File: src/rtl/acc_pkg.sv
// constants for the converter clocking and conversion-rate block
// assumes a 100 MHz system clock; serial pins come from outside this domain
package acc_pkg;

  // ==========================================================
  // clock and time base
  localparam int SYS_CLK_HZ        = 100_000_000;
  localparam int SYS_CLK_PERIOD_NS = 10;

  // ==========================================================
  // conversion timing
  localparam int OSC_NOM_HZ       = 64_000;
  localparam int OSC_DIV          = SYS_CLK_HZ / OSC_NOM_HZ;
  localparam int WORD_DIV         = 612;
  localparam int EARLY_RISE_TICKS = 17;
  localparam int SETTLE_WORDS     = 4;
  localparam int WORD_BITS        = 24;

  // ==========================================================
  // sleep and wake timing
  localparam int SLEEP_ENTRY_MIN_US = 200;
  localparam int SLEEP_ENTRY_MAX_US = 2000;
  localparam int SLEEP_CYCLES       = SLEEP_ENTRY_MIN_US * 1000 / SYS_CLK_PERIOD_NS;
  localparam int WAKE_HOLD_NS       = 10_000;
  localparam int WAKE_CYCLES        = WAKE_HOLD_NS / SYS_CLK_PERIOD_NS;

  // ==========================================================
  // read port state machine
  typedef enum logic [2:0] {
    ACC_RD_IDLE  = 3'b001,
    ACC_RD_ARMED = 3'b010,
    ACC_RD_SHIFT = 3'b100
  } acc_rd_state_t;

endpackage : acc_pkg

File: src/rtl/acc_rate_gen.sv
// master clock tick and output word rate generator
// assumes serial_clk_rise is a one-cycle pulse from synchronised logic
`timescale 1ns/1ps

module acc_rate_gen #(
  parameter bit INT_OSC = 1'b0
) (
  input  wire logic sys_clk,
  input  wire logic rst_n,
  input  wire logic run,
  input  wire logic serial_clk_rise,
  output logic      word_strobe,
  output logic      early_rise
);

  logic [10:0] osc_cnt_ff;
  logic [9:0]  word_cnt_ff;
  logic        master_tick;

  // ==========================================================
  // master clock source
  // nominal rate only; part-to-part spread is not modelled
  assign master_tick = INT_OSC ? (osc_cnt_ff == 11'(acc_pkg::OSC_DIV - 1)) // [RL3]
                               : serial_clk_rise;                          // [RL1]

  always_ff @(posedge sys_clk or negedge rst_n)
  begin
    if (!rst_n)
      osc_cnt_ff <= 11'h000;
    else if (!run || !INT_OSC || master_tick)
      osc_cnt_ff <= 11'h000;
    else
      osc_cnt_ff <= osc_cnt_ff + 11'h001;
  end

  // ==========================================================
  // word rate divider, runs freely with no start command
  always_ff @(posedge sys_clk or negedge rst_n)
  begin
    if (!rst_n)
      word_cnt_ff <= 10'h000;
    else if (!run)
      word_cnt_ff <= 10'h000;
    else if (master_tick)
    begin
      if (word_cnt_ff == 10'(acc_pkg::WORD_DIV - 1))
        word_cnt_ff <= 10'h000;                                    // [RL2] [RL4] [RL6]
      else
        word_cnt_ff <= word_cnt_ff + 10'h001;
    end
  end

  assign word_strobe = run && master_tick && (word_cnt_ff == 10'(acc_pkg::WORD_DIV - 1));
  assign early_rise  = word_cnt_ff >= 10'(acc_pkg::WORD_DIV - acc_pkg::EARLY_RISE_TICKS);

endmodule : acc_rate_gen

File: src/rtl/acc_top.sv
// converter clocking, sleep control and serial word read port
// assumes serial_clk and chip_select_n are pins from the host, asynchronous to sys_clk;
// sample_data and flags come from the filter on sys_clk
//
// What this block does
// [RL1] - external variant clocks conversions from serial clock
// [RL2] - external variant: one word per 612 clocks
// [RL3] - internal variant uses 64 kHz on-chip oscillator
// [RL4] - internal variant: oscillator divided by 612
// [RL5] - internal variant: serial clock only reads/sleeps
// [RL6] - conversions run continuously without start command
// [RL7] - serial clock asynchronous, crossed safely, up to 2 MHz
// [RL8] - host reads at converter clock in external variant
// [RL9] - host keeps clock under 130/200 kHz, 22ns jitter
// [RL10] - no on-chip offset or gain calibration
// [RL11] - serial clock held high long enters sleep
// [RL12] - serial clock low 10 us wakes device
// [RL13] - data out low signals ready; hi-Z when deselected
// [RL14] - host reads 24 bits on rising edges
`timescale 1ns/1ps

module acc_top #(
  parameter bit INT_OSC      = 1'b0,
  parameter bit RES20        = 1'b1,
  parameter int SLEEP_CYCLES = acc_pkg::SLEEP_CYCLES
) (
  input  wire logic        sys_clk,
  input  wire logic        nrst,
  input  wire logic        serial_clk,
  input  wire logic        chip_select_n,
  input  wire logic [19:0] sample_data,
  input  wire logic        over_range,
  input  wire logic        osc_detect,
  output logic             serial_data_out,
  output logic             serial_data_out_oe,
  output logic             sleep_active,
  output logic             word_ready
);

  logic                  rst_m_ff;
  logic                  rst_n;
  logic                  sclk_m_ff;
  logic                  sclk_s_ff;
  logic                  sclk_d_ff;
  logic                  cs_m_ff;
  logic                  cs_s_ff;
  logic                  sclk_rise;
  logic                  sclk_fall;
  logic [20:0]           hi_cnt_ff;
  logic [10:0]           lo_cnt_ff;
  logic                  sleep_ff;
  logic [2:0]            settle_ff;
  logic                  word_strobe;
  logic                  early_rise;
  logic                  avail_ff;
  logic [23:0]           word_ff;
  logic [23:0]           sh_ff;
  logic                  skip_ff;
  logic [4:0]            rise_cnt_ff;
  logic                  sdo_ff;
  logic                  oe_ff;
  acc_pkg::acc_rd_state_t state_ff;

  // ==========================================================
  // reset release and pin synchronisers
  always_ff @(posedge sys_clk or negedge nrst)
  begin
    if (!nrst)
    begin
      rst_m_ff <= 1'b0;
      rst_n    <= 1'b0;
    end
    else
    begin
      rst_m_ff <= 1'b1;
      rst_n    <= rst_m_ff;
    end
  end

  // cs idles high so the output stays released through reset
  always_ff @(posedge sys_clk or negedge rst_n)
  begin
    if (!rst_n)
    begin
      sclk_m_ff <= 1'b0;
      sclk_s_ff <= 1'b0;
      sclk_d_ff <= 1'b0;
      cs_m_ff   <= 1'b1;
      cs_s_ff   <= 1'b1;
    end
    else
    begin
      sclk_m_ff <= serial_clk;                                       // [RL7]
      sclk_s_ff <= sclk_m_ff;
      sclk_d_ff <= sclk_s_ff;
      cs_m_ff   <= chip_select_n;
      cs_s_ff   <= cs_m_ff;
    end
  end

  // edges are only seen on the second stage, so 2 MHz leaves 25 samples per phase
  assign sclk_rise = sclk_s_ff && !sclk_d_ff;
  assign sclk_fall = !sclk_s_ff && sclk_d_ff;

  // ==========================================================
  // sleep entry and wake
  always_ff @(posedge sys_clk or negedge rst_n)
  begin
    if (!rst_n)
    begin
      hi_cnt_ff <= 21'h000000;
      lo_cnt_ff <= 11'h000;
    end
    else
    begin
      hi_cnt_ff <= (sclk_s_ff && hi_cnt_ff != 21'(SLEEP_CYCLES - 1)) ? hi_cnt_ff + 21'h000001
                 : (sclk_s_ff ? hi_cnt_ff : 21'h000000);
      lo_cnt_ff <= (!sclk_s_ff && lo_cnt_ff != 11'(acc_pkg::WAKE_CYCLES - 1)) ? lo_cnt_ff + 11'h001
                 : (!sclk_s_ff ? lo_cnt_ff : 11'h000);
    end
  end

  // threshold sits at the low end of the entry window, so slow reads must keep bursting
  always_ff @(posedge sys_clk or negedge rst_n)
  begin
    if (!rst_n)
      sleep_ff <= 1'b0;
    else if (!sleep_ff && hi_cnt_ff == 21'(SLEEP_CYCLES - 1))
      sleep_ff <= 1'b1;                                              // [RL11]
    else if (sleep_ff && lo_cnt_ff == 11'(acc_pkg::WAKE_CYCLES - 1))
      sleep_ff <= 1'b0;                                              // [RL12]
  end

  // ==========================================================
  // word rate and filter settling
  acc_rate_gen #(
    .INT_OSC (INT_OSC)
  ) u_rate (
    .sys_clk         (sys_clk),
    .rst_n           (rst_n),
    .run             (!sleep_ff),
    .serial_clk_rise (INT_OSC ? 1'b0 : sclk_rise),                   // [RL5]
    .word_strobe     (word_strobe),
    .early_rise      (early_rise)
  );

  // the filter needs four words after reset or wake before output is valid
  always_ff @(posedge sys_clk or negedge rst_n)
  begin
    if (!rst_n)
      settle_ff <= 3'h0;
    else if (sleep_ff)
      settle_ff <= 3'h0;
    else if (word_strobe && settle_ff != 3'(acc_pkg::SETTLE_WORDS))
      settle_ff <= settle_ff + 3'h1;
  end

  // ==========================================================
  // output word capture; words arriving during a read are dropped
  // raw filter result is passed on untouched except that RES20 off clears its top 4 bits; any correction is left to the host  [RL10]
  always_ff @(posedge sys_clk or negedge rst_n)
  begin
    if (!rst_n)
      word_ff <= 24'h000000;
    else if (word_strobe && state_ff == acc_pkg::ACC_RD_IDLE)
      word_ff <= {1'b0, over_range, osc_detect, 1'b0,
                  RES20 ? sample_data : {4'h0, sample_data[15:0]}};
  end

  always_ff @(posedge sys_clk or negedge rst_n)
  begin
    if (!rst_n)
      avail_ff <= 1'b0;
    else if (word_strobe && state_ff == acc_pkg::ACC_RD_IDLE)
      avail_ff <= settle_ff == 3'(acc_pkg::SETTLE_WORDS);
    else if (state_ff != acc_pkg::ACC_RD_IDLE && (cs_s_ff || sleep_ff))
      avail_ff <= 1'b0;
    else if (state_ff == acc_pkg::ACC_RD_SHIFT && sclk_rise
             && rise_cnt_ff == 5'(acc_pkg::WORD_BITS - 1))
      avail_ff <= 1'b0;
    else if (INT_OSC && state_ff == acc_pkg::ACC_RD_ARMED && early_rise)
      avail_ff <= 1'b0;
  end

  // ==========================================================
  // serial read machine
  always_ff @(posedge sys_clk or negedge rst_n)
  begin
    if (!rst_n)
    begin
      state_ff    <= acc_pkg::ACC_RD_IDLE;
      sh_ff       <= 24'h000000;
      skip_ff     <= 1'b0;
      rise_cnt_ff <= 5'h00;
      sdo_ff      <= 1'b1;
    end
    else
    begin
      unique case (state_ff)
        acc_pkg::ACC_RD_IDLE:
        begin
          sdo_ff      <= 1'b1;
          rise_cnt_ff <= 5'h00;
          if (avail_ff && !cs_s_ff && !sleep_ff && (INT_OSC || sclk_rise))
          begin
            state_ff <= acc_pkg::ACC_RD_ARMED;
            sh_ff    <= word_ff;
            sdo_ff   <= word_ff[23];                                 // [RL13]
            skip_ff  <= !INT_OSC;
          end
        end
        acc_pkg::ACC_RD_ARMED, acc_pkg::ACC_RD_SHIFT:
        begin
          if (cs_s_ff || sleep_ff)
          begin
            state_ff <= acc_pkg::ACC_RD_IDLE;
            sdo_ff   <= 1'b1;
          end
          else if (INT_OSC && state_ff == acc_pkg::ACC_RD_ARMED && early_rise)
          begin
            state_ff <= acc_pkg::ACC_RD_IDLE;
            sdo_ff   <= 1'b1;
          end
          else if (sclk_fall && skip_ff)
            skip_ff <= 1'b0;                                         // [RL8]
          else if (sclk_fall && state_ff == acc_pkg::ACC_RD_SHIFT)
          begin
            sh_ff  <= {sh_ff[22:0], 1'b0};
            sdo_ff <= sh_ff[22];
          end
          else if (sclk_rise && !skip_ff)
          begin
            if (rise_cnt_ff == 5'(acc_pkg::WORD_BITS - 1))
            begin
              state_ff <= acc_pkg::ACC_RD_IDLE;                      // [RL14]
              sdo_ff   <= 1'b1;
            end
            else
            begin
              state_ff    <= acc_pkg::ACC_RD_SHIFT;
              rise_cnt_ff <= rise_cnt_ff + 5'h01;
            end
          end
        end
      endcase
    end
  end

  always_ff @(posedge sys_clk or negedge rst_n)
  begin
    if (!rst_n)
      oe_ff <= 1'b0;
    else
      oe_ff <= !cs_s_ff;                                             // [RL13]
  end

  assign serial_data_out    = sdo_ff;
  assign serial_data_out_oe = oe_ff;
  assign sleep_active       = sleep_ff;
  assign word_ready         = avail_ff;

endmodule : acc_top

File: config.mk
export PLATFORM = sky130hd
export DESIGN_NAME = acc_top
export DESIGN_NICKNAME = d
export VERILOG_FILES = /design/src/rtl/acc_pkg.sv /design/src/rtl/acc_rate_gen.sv /design/src/rtl/acc_top.sv
export SDC_FILE = /design/constraint.sdc
export NUM_CORES = 1
export LEC_CHECK = 0
export BUFFER_PORTS_ARGS = -buffer_cell sky130_fd_sc_hd__buf_2
export CAP_MARGIN = 20
export CORE_ASPECT_RATIO = 0.75
export CORE_UTILIZATION = 55
export CTS_CLUSTER_SIZE = 40
export DETAILED_ROUTE_END_ITERATION = 10
export GPL_TIMING_DRIVEN = 1
export PLACE_DENSITY = 0.73
export SYNTH_ARGS = -nofsm -noshare
export SYNTH_HDL_FRONTEND = slang
export SYNTH_HIERARCHICAL = 1
export SYNTH_SLANG_ARGS = --single-unit
File: constraint.sdc
create_clock -name sys_clk -period 4 [get_ports sys_clk]
set_input_delay 0.8 -clock sys_clk [delete_from_list [all_inputs] [get_ports sys_clk]]
set_output_delay 0.8 -clock sys_clk [all_outputs]
set_load 0.05 [all_outputs]
; ---- After elaboration in Yosys (flattened, before gate mapping)
; Cells that the tools add are included.
[classes]
reduce_logical = 36
n_mux = 43
add_sub_neg = 5
eq_ne = 26
[ops]
columns = cell, n
row1 = $mux W23, 4
row2 = $pmux W23 S2, 1
row3 = $mux W21, 2
row4 = $mux W10, 3
row5 = $mux W5, 5
row6 = $mux W3, 8
row7 = $mux W11, 2
row8 = $add A21 B1 Y21 const B, 1
row9 = $eq A21 B15 Y1 const B, 1
row10 = $ne A21 B15 Y1 const B, 1
row11 = $logic_and A1 B1 Y1, 19
row12 = $mux W1, 14
row13 = $ne A2 B2 Y1 const B, 7
row14 = $ne A3 B3 Y1 const B, 4
row15 = $add A11 B1 Y11 const B, 1
row16 = $eq A11 B10 Y1 const B, 1
row17 = $ne A11 B10 Y1 const B, 1
row18 = $add A10 B1 Y10 const B, 1
row19 = $eq A10 B10 Y1 const B, 1
row20 = $pmux W5 S2, 1
row21 = $ne A4 B4 Y1 const B, 2
row22 = $reduce_and A4 Y1, 2
row23 = $reduce_bool A2 Y1, 4
row24 = $eq A3 B3 Y1 const B, 2
row25 = 15 further kinds, 22
[word_totals]
elab_cells = 130
output_inout_bits = 4
in_bits = 26
register_bits = 110

; ---- Depth between registers and ports, before layout
[depth]
depth_word = 8
depth_mapped = 8
depth_no_buf = 7

; ---- Hierarchy
; The synthesis kept the hierarchy.
[modules_own_cells]
columns = mod, instances, cells_per_inst, area_each_um2, seq_area_each_um2
row1 = acc_top, 1, 398, 4753.3, 2507.4
row2 = acc_rate_gen, 1, 63, 586.8, 250.2

; ---- Worst setup path before layout
; OpenSTA, ideal clock, no wires.
[synth_timing]
kind = reg2reg
start = reg u_rate.word_cnt_ff[2]
end = reg word_ff[10]
t_arrival_ns = 2.221
n_path_buf = 2
period_less_slack_ns = 2.346
path_stages_with_launch = 7
required_ns = 3.875
setup_ns = 0.125
setup_slack_ns = 1.654
path_cell_list = dfrtp_1 -> or4_4 -> nor4_1 -> and2_1 -> buf_2 -> buf_2 -> mux2_2
[synth_via]
elab_chain_len = 3
[synth_rtl]
columns = item, line_no
row1 = "start, declared", acc_rate_gen.sv:17  ; logic [9:0] word_cnt_ff;
row2 = "start signal, assigned", acc_rate_gen.sv:49  ; word_cnt_ff <= word_cnt_ff + 10'h001;
row3 = $eq A10 B10 Y1, acc_rate_gen.sv:53  ; assign word_strobe = run && master_tick && (word_cnt_ff == 10'(acc_pkg::WORD_DIV - 1));
row4 = $logic_and A1 B1 Y1, acc_rate_gen.sv:53
row5 = named net word_strobe, acc_top.sv:53  ; logic word_strobe;
row6 = $logic_and A1 B1 Y1, acc_top.sv:165  ; else if (word_strobe && state_ff == acc_pkg::ACC_RD_IDLE)
row7 = "end signal, assigned", acc_top.sv:166  ; word_ff <= {1'b0, over_range, osc_detect, 1'b0,
row8 = "end, declared", acc_top.sv:56  ; logic [23:0] word_ff;
; The timed path passes the listed nets, and every way through them passes these cells.
; A chain may end at the register's enable or synchronous reset.

; ---- Worst setup path after layout
[layout_timing]
start = reg sclk_s_ff
end = reg word_ff[11]
[layout_via]
elab_chain_len = 4
[layout_rtl]
columns = item, line_no
row1 = "start, declared", acc_top.sv:43  ; logic sclk_s_ff;
row2 = "start signal, assigned", acc_top.sv:94  ; sclk_s_ff <= sclk_m_ff;
row3 = $logic_and A1 B1 Y1, acc_top.sv:102  ; assign sclk_rise = sclk_s_ff && !sclk_d_ff;
row4 = named net sclk_rise, acc_top.sv:47  ; logic sclk_rise;
row5 = $logic_and A1 B1 Y1 (2 in series), acc_rate_gen.sv:53
row6 = named net word_strobe, acc_top.sv:53
row7 = $logic_and A1 B1 Y1, acc_top.sv:165
; The timed path passes the listed nets, and every way through them passes these cells.

==> results by group <==
Hold path
  • Worst hold path type: flop to asynchronous set/reset pin

Timing
  • Slew HR: 57.8%
  • RSZ-0062 raised after global routing: false
  • Final sum of negative setup slack: 0 ps
  • Final Hold Viols: 0
  • Fmax: approximately 0.37 GHz
  • Period Utilization, post-route: approximately 67%
  • Setup violations, final: 0
  • Setup WS post-layout: approximately 1300 ps
  • Setup Skew: 8.83 ps
  • Max Slew Vio Count: 0
  • Worst Max-Slew Pin Slew: 633 ps
  • Final min period: 2680 ps
  • Hold Worst Slack: 175 ps

Clock network
  • Clock transition at path regs: 70 ps
  • Hold Buf Count CTS: 0
  • CTS buffer count: 9
  • CTS Buffer Depth: 2
  • Skew-Pair Late Insertion Delay: 350 ps
  • Resized Gates After CTS: 0
  • Sink Count: 110
  • Post-CTS Setup Bufs: 0
  • Clock root cell: clkbuf_16
  • CTS H-tree lvls: 3
  • CTS tree: yes

Logic synthesis
  • Synth Instances: 457
  • Mapped Area: 0.00531 mm2
  • Syn avg cell area: 11.6 um2
  • Mapped Nets: 489
  • Yosys warning count: 6

Status
  • Status: complete, no violations

Final layout
  • Layout net count: 520
  • Share of layout cells above drive strength 1: 25.8%
  • Antenna cells: 0
  • Filler instances: just over 700
  • Area Overhead vs Synth: 11.3%
  • Design area: 0.00591 mm2

Drt
  • Routed WL per cell: 15.6 um
  • Final wirelength: 9.71 mm
  • DRT iter0 DRCs: 318
  • TritonRoute pass-1 iters: 4
  • DRC: 0
  • Routed Antenna Nets: 0
  • Via count: roughly 3600
  • Vias per cell: 5.79

Global route
  • Vias in the first global route: 3387
  • Tot GR Track Use: 21.3%
  • Initial antenna violation count: 0
  • First-pass GRT wire length: approximately 16 mm
  • Gr ovfl total: 0
  • Pin count of the biggest net entering global routing: 86

Place
  • Area after DPL: 0.00556 mm2
  • HPWL Detailed: 6.46 mm
  • Routability congestion estimate from global placement: roughly 0.86
  • Port bufs: 29
  • Worst slack at placement: 1290 ps

Power and ir drop
  • PwrDens: 459 mW/mm2
  • Pwr Total: 2.71 mW
  • VDD IR max: between 0.0003 and 0.0004 V
  • Leakage Power: 2.69 nW

Worst setup path
  • WP data required: 4230 ps
  • CP max FO: 24
  • Crit Reg-Reg Startpoint: sclk_s_ff$_DFF_PN0_
  • CP Class: flop to flop
  • Setup crit start kind: flop
  • Data arrival, critical path: slightly below 3000 ps
  • Crit path capture type: flop
  • Worst setup path start: sclk_s_ff$_DFF_PN0_

Floorplanning
  • FP Rows: 30
  • Die Ht: 87.1 um
  • Core area: 0.00920 mm2
  • Die area: 0.0101 mm2
  • I/O pins: 30
  • Die Width: 116 um
  • Initial core utilization: 57.8%

Job
  • MaxCap Viol Count: 0
## layout by cell type, fill, tap and decap left out, types with 3 or more instances in the layout
master	count
dfrtp_1	105
mux2_2	37
nor2_1	31
buf_2	29
mux2_4	24
o21ai_0	21
nand2_1	20
nand3_1	20
a21oi_1	19
nor3_1	18
nand4_1	11
inv_1	10
xor2_1	10
xnor2_1	10
clkbuf_16	9
or3_1	8
or4_1	7
nor4_1	6
mux2i_1	6
o31ai_1	6
a22o_1	6
ha_1	6
and3_1	5
nand2b_1	5
buf_4	5
and2_1	4
a21boi_0	4
dfstp_2	4
a31oi_1	3
inv_6	3
## worst max-delay path, cell delays in order, from the launching register on
cell	delay [ps]
dfrtp_1	750
nor2b_1	200
buf_4	170
nand2_1	150
nor4_1	400
and2_1	190
buf_4	300
mux2_2	380
## path summary, 6_finish.rpt
check | end | slack, ps | cells after the start
max in group asynchronous | state_ff[0]$_DFFE_PN1P_ | 2840 | 2
min in group sys_clk | cs_s_ff$_DFF_PN1_ | 360 | 0
setup reg to reg | word_ff[11]$_DFFE_PN0P_ | 1320 | 7
hold reg to reg | word_ff[7]$_DFFE_PN0P_ | 170 | 0
hold / removal | word_ff[7]$_DFFE_PN0P_ | 170 | 0
setup / recovery | word_ff[11]$_DFFE_PN0P_ | 1320 | 7
## stage by stage
step / utilization [%] / cells
2_1_floorplan: - / 457
3_3_place_gp: 60.4 / 604
3_5_place_dp: 60.4 / 604
4_1_cts: 64.0 / 620
5_1_grt: 64.3 / 621
6_report: 64.3 / 621
## layout make-up
type	instances	area, um2	share of cell area [%]
sequential	110	2760	46.7
multi-input combinational	321	2410	40.8
clock buffer	11	243	4.10
timing repair buffer	35	210	3.55
tap	128	160	2.71
clock inverter	5	86.3	1.46
inverter	11	41.3	0.698
## power breakdown
group	switching, mW	total, mW	internal, mW	leakage, nW
sequential	0.0698	1.24	1.17	1.49
combinational	0.293	0.510	0.217	1.04
clock	0.394	0.967	0.573	0.161
## metal layers
layer | global-route usage, % | part of all wire (%) | vias up
met4 | 6.02 | 0.94 | 0
met3 | 5.78 | 3.3 | 8
li1 | - | - | 1720
met1 | 29.5 | 48 | 1806
met2 | 32.9 | 48 | 60
met5 | 0 | 0 | -
## state kept, by name (all words and copies together) (netlist names), 3 cells and up
signal / flops
sh_ff: 23
word_ff: 22
hi_cnt_ff: 21
lo_cnt_ff: 11
u_rate/word_cnt_ff: 10
rise_cnt_ff: 5
settle_ff: 3
state_ff: 3
(Power assumes the default switching activity.)
